<file path="src/miet_cfg.svh">
/*
 Constants for the instruction sequencing core: timing, widths,
 reset values and the data addresses that alias core registers.
 Assumes inclusion by the core and its helper modules.
*/
`ifndef MIET_CFG_SVH
`define MIET_CFG_SVH

`define MIET_PHASES 4
`define MIET_PHASE_W 2
`define MIET_PHASE_LAST 2'h3
`define MIET_PHASE_FETCH 2'h1
`define MIET_CLK_NS 40
`define MIET_IW 16
`define MIET_DW 8
`define MIET_PC_W 11
`define MIET_STACK_DEPTH 4
`define MIET_RESET_ACC 8'h00
`define MIET_ADDR_PCL 8'h06
`define MIET_ADDR_TPTR 8'h07
`define MIET_ADDR_THI 8'h08
`define MIET_OP_MSB 15
`define MIET_OP_LSB 12
`define MIET_MINOR_MSB 11
`define MIET_MINOR_LSB 8
`define MIET_SET_BIT 3

`endif

</file>
<file path="src/miet_pkg.sv">
/*
 Types of the instruction sequencing core: major opcodes, minor
 function codes and the sequencer states.
 Assumes nothing beyond a SystemVerilog compiler.
*/
package miet_pkg;

	typedef enum logic [3:0] {
		OP_MISC, OP_LOAD_MEM, OP_STORE_MEM, OP_LOAD_IMM,
		OP_ALU_ACC, OP_ALU_MEM, OP_ALU_IMM, OP_BIT,
		OP_SKIP_BIT, OP_SKIP, OP_BRANCH, OP_CALL, OP_EXIT_IMM
	} miet_op_type;

	typedef enum logic [3:0] {
		FN_ADD, FN_ADC, FN_SUB, FN_SBC, FN_AND, FN_OR, FN_XOR,
		FN_INVERT, FN_INC, FN_DEC, FN_RIGHT_ROTATE, FN_LEFT_ROTATE,
		FN_RIGHT_ROTATE_VIA_CARRY, FN_LEFT_ROTATE_VIA_CARRY,
		FN_SWAP, FN_CLEAR
	} miet_fn_type;

	typedef enum logic [3:0] {
		MS_NOP, MS_SUBROUTINE_EXIT, MS_INTERRUPT_EXIT, MS_HALT,
		MS_WDT_CLEAR, MS_TABLE_READ
	} miet_misc_type;

	typedef enum logic [3:0] {
		SK_ZERO, SK_ZERO_ACC, SK_INC, SK_DEC, SK_INC_ACC, SK_DEC_ACC
	} miet_skip_type;

	typedef enum logic [1:0] {
		ST_RUN, ST_DEAD, ST_TABLE, ST_HALT
	} miet_state_type;

endpackage
</file>
<file path="src/miet_alu.sv">
/*
 Eight-bit arithmetic, logic, rotate and swap unit.
 Assumes carry in is the core carry flag; carry out after a
 subtract is set when no borrow occurred.
*/
`timescale 1ns/10ps
`default_nettype none

module miet_alu (
	// Operation
	input wire miet_pkg::miet_fn_type fn_i,
	// Operands
	input wire logic [7:0] a_i,
	input wire logic [7:0] b_i,
	input wire logic c_i,
	// Result
	output logic [7:0] res_o,
	output logic c_o,
	output logic upd_c_o,
	output logic upd_z_o
);
	import miet_pkg::*;

	logic [8:0] sum;
	logic [7:0] bx;
	logic ci;
	logic sub;

	assign sub = (fn_i == FN_SUB) || (fn_i == FN_SBC);

	always_comb
	begin
		bx = sub ? ~b_i : b_i;
		ci = (fn_i == FN_ADD) ? 1'h0 : (fn_i == FN_SUB) ? 1'h1 : c_i;
		sum = {1'h0, a_i} + {1'h0, bx} + {8'h00, ci};
		res_o = b_i;
		c_o = c_i;
		upd_c_o = 1'h0;
		upd_z_o = 1'h1;
		case (fn_i)
		// Ninth bit keeps carry or borrow
		FN_ADD, FN_ADC, FN_SUB, FN_SBC:
		begin
			res_o = sum[7:0];
			c_o = sum[8];
			upd_c_o = 1'h1;
		end
		FN_AND: res_o = a_i & b_i;
		FN_OR: res_o = a_i | b_i;
		FN_XOR: res_o = a_i ^ b_i;
		FN_INVERT: res_o = ~b_i;
		FN_INC: res_o = b_i + 8'h01;
		FN_DEC: res_o = b_i - 8'h01;
		FN_RIGHT_ROTATE:
		begin
			res_o = {b_i[0], b_i[7:1]};
			upd_z_o = 1'h0;
		end
		FN_LEFT_ROTATE:
		begin
			res_o = {b_i[6:0], b_i[7]};
			upd_z_o = 1'h0;
		end
		FN_RIGHT_ROTATE_VIA_CARRY:
		begin
			res_o = {c_i, b_i[7:1]};
			c_o = b_i[0];
			upd_c_o = 1'h1;
			upd_z_o = 1'h0;
		end
		FN_LEFT_ROTATE_VIA_CARRY:
		begin
			res_o = {b_i[6:0], c_i};
			c_o = b_i[7];
			upd_c_o = 1'h1;
			upd_z_o = 1'h0;
		end
		FN_SWAP:
		begin
			res_o = {b_i[3:0], b_i[7:4]};
			upd_z_o = 1'h0;
		end
		default:
		begin
			res_o = 8'h00;
			upd_z_o = 1'h0;
		end
		endcase
	end

endmodule
`default_nettype wire

</file>
<file path="src/miet_core.sv">
/*
 Instruction sequencing core: fetch, decode, execute, one- and
 two-cycle timing, call stack, table reads and power-down.
 Assumes program and data memories with one-clock synchronous read
 and a wake level arriving from outside the clock domain.
*/
`timescale 1ns/10ps
`default_nettype none
`include "miet_cfg.svh"

// Behaviour
// - Plain instructions take one cycle; branch, call, exits, table take two.
// - An instruction cycle is four consecutive clocks.
// - Writing the low program counter byte jumps and costs one extra cycle.
// - A skip costs one cycle, or two when it skips.
// - Transfers: memory to acc, acc to memory, immediate to acc.
// - Add overflow past 255 and subtract borrow below zero are kept.
// - Increment and decrement step by one, into memory or acc.
// - Logical operations set the zero flag on a zero result.
// - Logical operations other than invert combine a value with the accumulator.
// - Rotates move one place; carry variants move the bit out to carry.
// - Call saves return point; exit resumes right after the call.
// - Unconditional branch loads the target and saves nothing.
// - Conditional skips test a byte or bit and may skip one.
// - Bit set and clear rewrite the byte, changing only that bit.
// - Table reads take program memory data into data memory.
// - One instruction powers down; another clears the watchdog.
module miet_core #(
	parameter int PC_W = `MIET_PC_W,
	parameter int STACK_DEPTH = `MIET_STACK_DEPTH
) (
	// Clock and reset
	input wire logic ref_clk_i,
	input wire logic rst_i,
	// Program memory
	output logic [PC_W-1:0] prog_addr_o,
	input wire logic [`MIET_IW-1:0] prog_data_i,
	// Data memory
	output logic [`MIET_DW-1:0] dmem_addr_o,
	input wire logic [`MIET_DW-1:0] dmem_rdata_i,
	output logic dmem_we_o,
	output logic [`MIET_DW-1:0] dmem_wdata_o,
	// Power and watchdog
	input wire logic wake_i,
	output logic power_down_o,
	output logic wdt_clear_o,
	output logic intr_exit_o,
	// Status
	output logic instr_done_o,
	output logic [`MIET_DW-1:0] acc_o,
	output logic carry_o,
	output logic zero_o
);
	import miet_pkg::*;

	localparam int SP_W = $clog2(STACK_DEPTH);

	if (PC_W < 9 || PC_W > 12)
	begin : g_bad_pc
		$error("program counter width must be 9 to 12");
	end
	if (STACK_DEPTH < 2 || (STACK_DEPTH & (STACK_DEPTH - 1)) != 0)
	begin : g_bad_stack
		$error("stack depth must be a power of two");
	end

	logic [1:0] phase;
	logic cyc_end;
	miet_state_type state, next_state;
	logic [PC_W-1:0] pc, next_pc, pc_inc, pc_two, target, top, tbl_addr;
	logic [`MIET_IW-1:0] instr, tword;
	miet_op_type op;
	miet_fn_type fn;
	logic [3:0] minor;
	logic [7:0] maddr, opnd, wr_val, mask, alu_b, alu_res, skv;
	logic [7:0] acc, next_acc, tptr, thi;
	logic c_flag, z_flag, next_c, next_z, alu_c, upd_c, upd_z;
	logic exec, wr, special, two, skip, push, pop;
	logic halt, wdt, iexit, go_table, tbl_done;
	logic [PC_W-1:0] stack [STACK_DEPTH];
	logic [SP_W-1:0] sp;
	logic wk1, wk2, wk3, wake;

	miet_phase u_phase (
		.ref_clk_i(ref_clk_i),
		.rst_i(rst_i),
		.phase_o(phase),
		.last_o(cyc_end)
	);

	assign op = miet_op_type'(instr[`MIET_OP_MSB:`MIET_OP_LSB]);
	assign minor = instr[`MIET_MINOR_MSB:`MIET_MINOR_LSB];
	assign fn = miet_fn_type'(minor);
	assign maddr = instr[7:0];
	assign target = instr[PC_W-1:0];
	assign pc_inc = pc + 1'h1;
	assign pc_two = pc + 2'h2;
	assign top = stack[sp - 1'h1];
	assign tbl_addr = {pc[PC_W-1:8], tptr};
	assign mask = 8'h01 << minor[2:0];
	assign exec = (state == ST_RUN) && cyc_end;
	assign tbl_done = (state == ST_TABLE) && cyc_end;
	assign special = (maddr == `MIET_ADDR_PCL) ||
		(maddr == `MIET_ADDR_TPTR) || (maddr == `MIET_ADDR_THI);
	assign alu_b = (op == OP_ALU_IMM) ? maddr : opnd;
	assign acc_o = acc;
	assign carry_o = c_flag;
	assign zero_o = z_flag;

	miet_alu u_alu (
		.fn_i(fn),
		.a_i(acc),
		.b_i(alu_b),
		.c_i(c_flag),
		.res_o(alu_res),
		.c_o(alu_c),
		.upd_c_o(upd_c),
		.upd_z_o(upd_z)
	);

	// Core registers alias a few data addresses
	always_comb
	begin
		case (maddr)
		`MIET_ADDR_PCL: opnd = pc[7:0];
		`MIET_ADDR_TPTR: opnd = tptr;
		`MIET_ADDR_THI: opnd = thi;
		default: opnd = dmem_rdata_i;
		endcase
	end

	always_comb
	begin
		next_acc = acc;
		next_c = c_flag;
		next_z = z_flag;
		next_pc = pc_inc;
		wr = 1'h0;
		wr_val = opnd;
		two = 1'h0;
		skip = 1'h0;
		push = 1'h0;
		pop = 1'h0;
		halt = 1'h0;
		wdt = 1'h0;
		iexit = 1'h0;
		go_table = 1'h0;
		skv = opnd;
		case (op)
		OP_MISC:
		begin
			case (miet_misc_type'(minor))
			MS_SUBROUTINE_EXIT, MS_INTERRUPT_EXIT:
			begin
				pop = 1'h1;
				next_pc = top;
				two = 1'h1;
				iexit = (minor == MS_INTERRUPT_EXIT);
			end
			MS_HALT: halt = 1'h1;
			MS_WDT_CLEAR: wdt = 1'h1;
			MS_TABLE_READ: go_table = 1'h1;
			default: next_pc = pc_inc;
			endcase
		end
		OP_LOAD_MEM: next_acc = opnd;
		OP_STORE_MEM:
		begin
			wr = 1'h1;
			wr_val = acc;
		end
		OP_LOAD_IMM: next_acc = maddr;
		OP_ALU_ACC, OP_ALU_MEM, OP_ALU_IMM:
		begin
			next_c = upd_c ? alu_c : c_flag;
			next_z = upd_z ? (alu_res == 8'h00) : z_flag;
			wr = (op == OP_ALU_MEM);
			wr_val = alu_res;
			next_acc = (op == OP_ALU_MEM) ? acc : alu_res;
		end
		// Read, change one bit, write back
		OP_BIT:
		begin
			wr = 1'h1;
			wr_val = minor[`MIET_SET_BIT] ? (opnd | mask) : (opnd & ~mask);
		end
		OP_SKIP_BIT:
			skip = minor[`MIET_SET_BIT] ? |(opnd & mask) : ~|(opnd & mask);
		OP_SKIP:
		begin
			case (miet_skip_type'(minor))
			SK_INC, SK_INC_ACC: skv = opnd + 8'h01;
			SK_DEC, SK_DEC_ACC: skv = opnd - 8'h01;
			default: skv = opnd;
			endcase
			skip = (skv == 8'h00);
			wr = (minor == SK_INC) || (minor == SK_DEC);
			wr_val = skv;
			next_acc = (minor == SK_ZERO || wr) ? acc : skv;
		end
		OP_BRANCH:
		begin
			next_pc = target;
			two = 1'h1;
		end
		OP_CALL:
		begin
			push = 1'h1;
			next_pc = target;
			two = 1'h1;
		end
		OP_EXIT_IMM:
		begin
			pop = 1'h1;
			next_acc = maddr;
			next_pc = top;
			two = 1'h1;
		end
		default: next_pc = pc_inc;
		endcase
		// A taken skip passes one word
		if (skip)
		begin
			next_pc = pc_two;
			two = 1'h1;
		end
		// Low byte write is a jump
		if (wr && maddr == `MIET_ADDR_PCL)
		begin
			next_pc = {pc[PC_W-1:8], wr_val};
			two = 1'h1;
		end
		if (halt)
			next_state = ST_HALT;
		else if (go_table)
			next_state = ST_TABLE;
		else if (two)
			next_state = ST_DEAD;
		else
			next_state = ST_RUN;
	end

	// Three flops; level accepted when the last two agree
	always_ff @(posedge ref_clk_i)
	begin
		if (rst_i)
		begin
			wk1 <= 1'h0;
			wk2 <= 1'h0;
			wk3 <= 1'h0;
			wake <= 1'h0;
		end
		else
		begin
			wk1 <= wake_i;
			wk2 <= wk1;
			wk3 <= wk2;
			wake <= (wk2 == wk3) ? wk3 : wake;
		end
	end

	// State moves only on cycle boundaries
	always_ff @(posedge ref_clk_i)
	begin
		if (rst_i)
			state <= ST_RUN;
		else if (cyc_end)
		begin
			case (state)
			ST_RUN: state <= next_state;
			ST_HALT: state <= wake ? ST_RUN : ST_HALT;
			default: state <= ST_RUN;
			endcase
		end
	end

	always_ff @(posedge ref_clk_i)
	begin
		if (rst_i)
		begin
			pc <= '0;
			prog_addr_o <= '0;
		end
		else if (exec)
		begin
			pc <= next_pc;
			prog_addr_o <= (next_state == ST_TABLE) ? tbl_addr : next_pc;
		end
		else if (tbl_done)
			prog_addr_o <= pc;
	end

	// Fetch late in phase one; memory needs a clock after the address
	always_ff @(posedge ref_clk_i)
	begin
		if (rst_i)
		begin
			instr <= '0;
			tword <= '0;
			dmem_addr_o <= 8'h00;
		end
		else if (phase == `MIET_PHASE_FETCH && state == ST_RUN)
		begin
			instr <= prog_data_i;
			dmem_addr_o <= prog_data_i[7:0];
		end
		else if (phase == `MIET_PHASE_FETCH && state == ST_TABLE)
			tword <= prog_data_i;
	end

	always_ff @(posedge ref_clk_i)
	begin
		if (rst_i)
		begin
			acc <= `MIET_RESET_ACC;
			c_flag <= 1'h0;
			z_flag <= 1'h0;
		end
		else if (exec)
		begin
			acc <= next_acc;
			c_flag <= next_c;
			z_flag <= next_z;
		end
	end

	// Return point is the word after the call
	always_ff @(posedge ref_clk_i)
	begin
		if (rst_i)
			sp <= '0;
		else if (exec && push)
		begin
			stack[sp] <= pc_inc;
			sp <= sp + 1'h1;
		end
		else if (exec && pop)
			sp <= sp - 1'h1;
	end

	always_ff @(posedge ref_clk_i)
	begin
		if (rst_i)
		begin
			tptr <= 8'h00;
			thi <= 8'h00;
		end
		else if (exec && wr && maddr == `MIET_ADDR_TPTR)
			tptr <= wr_val;
		else if (exec && wr && maddr == `MIET_ADDR_THI)
			thi <= wr_val;
		else if (tbl_done)
			thi <= tword[15:8];
	end

	// Aliased addresses reach data memory only through a table write
	always_ff @(posedge ref_clk_i)
	begin
		if (rst_i)
		begin
			dmem_we_o <= 1'h0;
			dmem_wdata_o <= 8'h00;
		end
		else
		begin
			dmem_we_o <= (exec && wr && !special) || tbl_done;
			if (exec && wr)
				dmem_wdata_o <= wr_val;
			else if (tbl_done)
				dmem_wdata_o <= tword[7:0];
		end
	end

	always_ff @(posedge ref_clk_i)
	begin
		if (rst_i)
		begin
			wdt_clear_o <= 1'h0;
			intr_exit_o <= 1'h0;
			instr_done_o <= 1'h0;
			power_down_o <= 1'h0;
		end
		else
		begin
			wdt_clear_o <= exec && wdt;
			intr_exit_o <= exec && iexit;
			instr_done_o <= exec;
			if (exec && halt)
				power_down_o <= 1'h1;
			else if (state == ST_HALT && cyc_end && wake)
				power_down_o <= 1'h0;
		end
	end

	a_done_spacing: assert property (
		@(posedge ref_clk_i) disable iff (rst_i)
		instr_done_o |=> !instr_done_o [*3])
		else $error("instruction cycles closer than four clocks");

	a_branch_two: assert property (
		@(posedge ref_clk_i) disable iff (rst_i)
		exec && (op == OP_BRANCH || op == OP_CALL) |=>
			(state == ST_DEAD) [*4] ##1 (state == ST_RUN))
		else $error("branch or call not two cycles");

	a_low_byte_jump: assert property (
		@(posedge ref_clk_i) disable iff (rst_i)
		exec && wr && maddr == `MIET_ADDR_PCL |=>
			pc[7:0] == $past(wr_val) && state == ST_DEAD)
		else $error("low byte write did not jump with extra cycle");

	a_skip_taken: assert property (
		@(posedge ref_clk_i) disable iff (rst_i)
		exec && skip |=> pc == $past(pc_two) && state == ST_DEAD)
		else $error("taken skip wrong target or timing");

	a_load_imm: assert property (
		@(posedge ref_clk_i) disable iff (rst_i)
		exec && op == OP_LOAD_IMM |=> acc == $past(maddr))
		else $error("immediate not loaded to accumulator");

	a_add_carry: assert property (
		@(posedge ref_clk_i) disable iff (rst_i)
		exec && op == OP_ALU_ACC && fn == FN_ADD |=>
			c_flag == (({1'h0, $past(acc)} + {1'h0, $past(opnd)}) > 9'h0FF))
		else $error("add carry not recorded");

	a_inc_one: assert property (
		@(posedge ref_clk_i) disable iff (rst_i)
		exec && (op == OP_ALU_ACC || op == OP_ALU_MEM) && fn == FN_INC |=>
			($past(op) == OP_ALU_ACC ? acc : dmem_wdata_o) ==
			8'($past(opnd) + 8'h01))
		else $error("increment did not add one");

	a_logic_zero: assert property (
		@(posedge ref_clk_i) disable iff (rst_i)
		exec && op == OP_ALU_ACC && (fn == FN_AND || fn == FN_XOR) |=>
			z_flag == (acc == 8'h00))
		else $error("zero flag wrong after logical op");

	a_rotate_carry: assert property (
		@(posedge ref_clk_i) disable iff (rst_i)
		exec && (op == OP_ALU_ACC || op == OP_ALU_MEM) &&
			fn == FN_RIGHT_ROTATE_VIA_CARRY |=>
			c_flag == $past(opnd[0]))
		else $error("rotate did not move bit to carry");

	a_call_saves: assert property (
		@(posedge ref_clk_i) disable iff (rst_i)
		exec && op == OP_CALL |=> stack[$past(sp)] == $past(pc_inc))
		else $error("call saved wrong return point");

	a_branch_plain: assert property (
		@(posedge ref_clk_i) disable iff (rst_i)
		exec && op == OP_BRANCH |=> sp == $past(sp) && pc == $past(target))
		else $error("branch touched stack or missed target");

	a_bit_rmw: assert property (
		@(posedge ref_clk_i) disable iff (rst_i)
		exec && op == OP_BIT && !special |=> dmem_we_o &&
			((dmem_wdata_o ^ $past(opnd)) & ~$past(mask)) == 8'h00)
		else $error("bit operation changed other bits");

	a_table_write: assert property (
		@(posedge ref_clk_i) disable iff (rst_i)
		tbl_done |=> dmem_we_o && dmem_wdata_o == $past(tword[7:0]))
		else $error("table data not written to data memory");

	a_halt_enter: assert property (
		@(posedge ref_clk_i) disable iff (rst_i)
		exec && halt |=> power_down_o && state == ST_HALT)
		else $error("halt did not power down");

endmodule
`default_nettype wire

</file>
<file path="src/miet_phase.sv">
/*
 Four-phase counter that frames each instruction cycle.
 Assumes a synchronous active-high reset on the core clock.
*/
`timescale 1ns/10ps
`default_nettype none
`include "miet_cfg.svh"

module miet_phase (
	// Clock and reset
	input wire logic ref_clk_i,
	input wire logic rst_i,
	// Phase
	output logic [`MIET_PHASE_W-1:0] phase_o,
	output logic last_o
);
	always_ff @(posedge ref_clk_i)
	begin
		if (rst_i)
			phase_o <= '0;
		else
			phase_o <= phase_o + 2'h1;
	end

	assign last_o = (phase_o == `MIET_PHASE_LAST);

	a_phase_wrap: assert property (
		@(posedge ref_clk_i) disable iff (rst_i)
		last_o |=> (phase_o == 2'h0) ##3 last_o)
		else $error("phase counter did not wrap after four clocks");

	a_phase_start: assert property (
		@(posedge ref_clk_i) disable iff (rst_i)
		$fell(rst_i) |-> (phase_o == 2'h0))
		else $error("phase not zero after reset release");

endmodule
`default_nettype wire

</file>
<file path="config.mk">
export PLATFORM = sky130hd
export DESIGN_NAME = miet_core
export DESIGN_NICKNAME = d
export VERILOG_FILES = /design/src/miet_pkg.sv /design/src/miet_alu.sv /design/src/miet_core.sv /design/src/miet_phase.sv
export VERILOG_INCLUDE_DIRS = /design/src
export SDC_FILE = /design/constraint.sdc
export NUM_CORES = 1
export LEC_CHECK = 0
export BUFFER_PORTS_ARGS = -buffer_cell sky130_fd_sc_hd__buf_2
export CAP_MARGIN = 30
export CORE_MARGIN = 2
export CORE_UTILIZATION = 50
export DETAILED_ROUTE_END_ITERATION = 6
export PLACE_DENSITY = 0.68
export SLEW_MARGIN = 10
export SYNTH_ARGS = -nofsm -noshare
export SYNTH_HDL_FRONTEND = slang
export SYNTH_SLANG_ARGS = --single-unit
</file>
<file path="constraint.sdc">
create_clock -name ref_clk_i -period 6.83 [get_ports ref_clk_i]
set_input_delay 1.366 -clock ref_clk_i [delete_from_list [all_inputs] [get_ports ref_clk_i]]
set_output_delay 1.366 -clock ref_clk_i [all_outputs]
set_load 0.05 [all_outputs]
</file>
# --- Yosys cells after proc, flatten, opt, wreduce, memory -nomap -nowiden ---
# Memory sizes are Yosys's and may differ from the RTL's.
# Index checks and enable logic that the tools add are counted.
totals:
  reg_bits: 111
  latch_bits: 0
  ramBits: 44
  rom_bits: 0
  input_bits: 27
  mem_count: 1
classes:
  n_addsub: 11
  multipliers: 0
  div: 0
  magnitude_cmp: 0
  eq_ne: 37
  n_shift: 1
  mux: 56
  bitwise: 10
  reduce_logical: 52
memory_table:
  columns: ["name", "depth", "width", "rd", "rd_ports_with_merged_regs", "wr", "line", "rtl"]
  rows:
  - ["stack", 4, 11, 1, 0, 1, "miet_core.sv:80", "logic [PC_W-1:0] stack [STACK_DEPTH];"]
ops:
  columns: ["operator", "n"]
  rows:
  - ["8-bit case mux with 12 select lines", 1]
  - ["8-bit two-way mux", 10]
  - ["11-bit two-way mux", 6]
  - ["8-bit case mux with 4 select lines", 2]
  - ["4-bit == test, second input constant", 12]
  - ["11-bit case mux with 3 select lines", 1]
  - ["4-bit by 3-bit == test with 1-bit output, second input constant", 8]
  - ["8-bit bitwise AND", 3]
  - ["8-bit case mux with 3 select lines", 1]
  - ["1-bit two-way mux", 23]
  - ["8-bit by 1-bit adder with 8-bit output, second input constant", 2]
  - ["4-bit by 2-bit == test with 1-bit output, second input constant", 4]
  - ["8-bit by 3-bit == test with 1-bit output, second input constant", 2]
  - ["1-bit logical AND", 16]
  - ["8-bit logical NOT", 2]
  - ["8-bit NOT", 2]
  - ["8-bit bitwise OR", 2]
  - ["8-bit case mux with 2 select lines", 1]
  - ["8-bit by 1-bit subtractor with 8-bit output, second input constant", 2]
  - ["2-bit OR reduction", 6]
  - ["11-bit by 1-bit adder with 11-bit output, second input constant", 1]
  - ["11-bit by 2-bit adder with 11-bit output, second input constant", 1]
  - ["2-bit two-way mux", 5]
  - ["2-bit nonzero test", 5]
  - ["other kinds (30)", 49]

# --- Logic depth before layout (Yosys ltp) ---
logic_depth:
  depth_word: 15
  depth_mapped: 21

# --- Cells and area by module ---
# A second synthesis with hierarchy kept.
unflattened:
  hier_cells: 1206
  hier_area_um2: 9952.0
by_module_without_submodules:
  columns: ["module", "instances", "cells_per_inst", "area_each_um2"]
  rows:
  - ["miet_core", 1, 959, 8174.1]
  - ["miet_alu", 1, 242, 1715.4]
  - ["miet_phase", 1, 5, 62.6]

# --- Worst setup path after synthesis ---
# Ideal clock, no wire load.
synth_timing:
  path_kind: "input to register"
  start: "input port dmem_rdata_i[0]"
  end: "register z_flag, in the netlist zero_o"
  setup_time_ps: 59
  t_arrival_ps: 4493
  setup_slack_ps: 2279
  stages: 16
  n_path_buf: 0
  cell_sequence: "mux2i_4 -> o21ai_1 -> inv_1 -> xnor2_1 -> fa_1 -> fa_1 -> nand2b_1 -> a211oi_1 -> o21ai_0 -> nand2b_1 -> mux2i_1 -> a211oi_1 -> and3_1 -> nand4_1 -> a2111oi_0 -> a31o_2"
synth_between:
  elab_chain_cells: 8
  word_cells_on_any_way: 13
synth_rtl:
  columns: ["element", "line", "rtl"]
  rows:
  - ["from (decl)", "miet_core.sv:40", "input wire logic [`MIET_DW-1:0] dmem_rdata_i,"]
  - ["8-bit case mux with 3 select lines *", "miet_core.sv:124", "case (maddr)"]
  - ["8-bit two-way mux *", "miet_core.sv:105", "assign alu_b = (op == OP_ALU_IMM) ? maddr : opnd;"]
  - ["8-bit NOT", "miet_alu.sv:33, miet_alu.sv:51", null]
  - ["8-bit two-way mux", "miet_alu.sv:33", "bx = sub ? ~b_i : b_i;"]
  - ["8-bit by 8-bit adder with 9-bit output", "miet_alu.sv:35", "sum = {1'h0, a_i} + {1'h0, bx} + {8'h00, ci};"]
  - ["9-bit by 1-bit adder with 9-bit output", "miet_alu.sv:35", null]
  - ["8-bit case mux with 12 select lines *", "miet_alu.sv:40", "case (fn_i)"]
  - ["8-bit logical NOT *", "miet_core.sv:176", "next_z = upd_z ? (alu_res == 8'h00) : z_flag;"]
  - ["to (signal assigned)", "miet_core.sv:323", "z_flag <= next_z;"]
  - ["to (decl)", "miet_core.sv:77", "logic c_flag, z_flag, next_c, next_z, alu_c, upd_c, upd_z;"]
# Mark *: on every way between the ends. The rest lies on a longest branch, timed or not.
# A chain may end at the register's enable or synchronous reset.

==> impl_metrics.ini <==
[timing]
finalSetupTns_ns = 0
clock_skew_ns = 0.01247
finalCritPeriodShare_pct = 88.11
slew_headroom_pct = 33.00
fmax_ghz = 0.1662
drv_slew = 0
hold_viol_final = 0
rsz0062_at_grt = false
setup_viol = 0
period_needed_ns = 6.018
worst_pin_slew_ns = 1.005

[logic_synthesis]
synthesis.area_um2 = 10030
synthFlopType = dfxtp_1
synth-seq-area-share_pct = 33.73
ys_seq_elements = 147
synth_fa_ha_area_share_pct = 5.838
ys_top_cells_by_count = nand2_1 (163), a21oi_1 (115), nor2_1 (109), dfxtp_1 (103), clkbuf_1 (66)
ys_warn_count = 0
async_flop_share_pct = 0
synth_edf_count = 44
synth-simple-area-share_pct = 18.81
yosysTopAreaCell = dfxtp_1
netlist_top_cells_area = dfxtp_1 (21%), edfxtp_1 (13%), nand2_1 (6.1%)
muxShareOfSynthArea_pct = 8.257
synth.distinct_cells = 82
netlist_instances = 1213
yosysMostFrequentCell = nand2_1
synth-xor-area-share_pct = 3.842
synth_compound_area_share_pct = 23.79
syn-num-nets = 1285
syn-mean-instance-area_um2 = 8.269
synth_top_area_share_pct = 20.56
synth_top_family_by_area = compound AO/OA/AOI/OAI gates

[floorplanning]
start_util_pct = 51.20
core_um2 = 19590
dieHeight_um = 145.6
rows = 51
fp.dieArea_um2 = 21210
ios = 69
dieWidth_um = 145.6

[setup_path]
reg2reg_depth = 19
worst-path-max-fanout = 14
arrival_ns = 6.30
crit_type = flip-flop to flip-flop
cp.required_ns = 7.11
worst_path_max_delay_cell = nor4b_4
max_stage_delay_ns = 0.70
critPathLaunchType = flip-flop
endpoint_kind = flip-flop
reg2reg_slack_ns = 0.81
cp_cell_sequence = nor4b_4 -> o21a_1 -> mux2i_4 -> o21ai_1 -> inv_1 -> xnor2_1 -> fa_1 -> fa_1 -> nand2b_1 -> a211oi_1 -> o21ai_0 -> nand2b_1 -> mux2i_1 -> a211oi_1 -> o22ai_1 -> nor3_1 -> nand3_1 -> mux2i_1 -> nor2_1

[finish]
postLayoutCellArea_um2 = 11130
instances_no_fill = 1515
fillCellCount = 1847
syn2layout_area_growth_pct = 10.94
diodes = 0
drive_gt1_share_pct = 13.36
nets = 1309
fin_util_pct = 56.81

[route]
routed_wl_um = 34680
first_pass_iters = 7
drc = 2
via_per_inst = 6.517
ant_nets = 0
drtIter0Drc = 1077
vias = 9874
detail_route.wl_per_cell_um = 22.89

[pwr]
ir_drop_mv = 0.1618
power.density_nw_per_um2 = 207.9
p_leak_uw = 0.004208
power_uw = 2314

[flow_run]
drv_cap = 0

[global_route]
grt_pass1_vias = 9153
gr-usage-all-layers_pct = 32.11
grt_pass1_wl_um = 53430
antenna_found_initial = 0
grt-ovfl-total = 0
grt_max_degree = 92

[clocking]
cts.sinks = 147
cts-root-buf = clkbuf_16
clk_latency_ns = 0.43
cts_resized = 0
cts_hold_buf = 0
cts_setup_buffers = 0
cts_tree = built
cts_max_path_buffers = 2
numCtsBuffers = 17
clk_pin_slew_ns = 0.07
htreeDepth = 4

[min_path]
hold_class = flip-flop to flip-flop
hold_depth = 1

[placed_design]
place_congestion = 0.9856
dpl_cell_area_um2 = 10530
place_hpwl_um = 25050
placed_cells = 1481
io_buffers = 68

[outcome]
status = finished, violations left
violations = design-rule violations
critical path: cells and delay by family (launching register included):
family / cells / cell delay (ns)
and+or+nand+nor: 6 / 1.77
AOI/OAI and AO/OA: 6 / 1.58
adders and majority gates: 2 / 0.88
muxes: 3 / 0.72
DFF: 1 / 0.58
buffers and inverters: 1 / 0.21
xor gates and xnor gates: 1 / 0.11
metal layers:
metal  vias up  GRT usage [%]  routed length (um)
li1       4492              -                   -
met1      4680          44.70               14450
met2       594          48.44               15450
met3       108          5.925                3250
met4         0          15.10                1528
met5         -              0                   0
logic make-up (layout without fill, tap and decap cells):
kind of cell | Yosys count | in the layout
xor gates and xnor gates | 44 | 44
adders and majority gates | 45 | 45
AOI/OAI and AO/OA | 365 | 365
and+or+nand+nor | 411 | 411
DFF | 147 | 147
buffers and inverters | 136 | 173
muxes | 65 | 65
sequential cells by signal (all words and copies together) (netlist names), 9 cells and up:
register,count
stack,44
pc,11
instr,9
prog_addr_o,11
tword,16
area by class of cell:
class / instances / area, um^2 / area share, %
Inverter: 41 / 153.9 / 1.383
Clock buffer: 23 / 480.5 / 4.318
Sequential cell: 147 / 3383 / 30.40
Clock inverter: 9 / 93.84 / 0.8433
Timing Repair Buffer: 100 / 588.1 / 5.284
Multi-Input combinational cell: 930 / 6097 / 54.79
Tap cell: 265 / 331.6 / 2.980
report_power, final:
| part | total (uW) | switching, uW | internal (uW) | leakage [uW] |
|---|---|---|---|---|
| clock | 925 | 385 | 540 | 0.000279 |
| sequential | 934 | 25.2 | 909 | 0.00126 |
| combinational | 454 | 307 | 148 | 0.00267 |
| total | 2310 | 718 | 1600 | 0.00421 |
cells in the final DEF, fill, tap and decap left out, types with 23 or more instances in the layout:
master	instances
mux2i_1	42
xnor2_1	33
ha_1	42
buf_2	68
buf_4	31
inv_1	38
nand2_1	163
nor2_1	109
a21oi_1	115
o22ai_1	23
dfxtp_1	103
edfxtp_1	44
a211oi_1	30
o21ai_0	47
nand3_1	33
stage by stage:
stage	hold WS, ns	setup slack [ns]
final	0.4402	0.8118
after global routing	0.4629	0.4061
after CTS	0.4478	0.9618
after detailed placement	0.4271	1.002
after global placement	0.4349	1.193
after floorplan	0.4138	2.279
path summary, 6_finish.rpt:
check                               startpoint       to
worst max-delay path            dmem_addr_o[3]  tptr[6]
worst min-delay path                       wk1      wk2
worst max register to register  dmem_addr_o[3]  tptr[6]
worst min register to register             wk1      wk2
(Power assumes the default switching activity.)
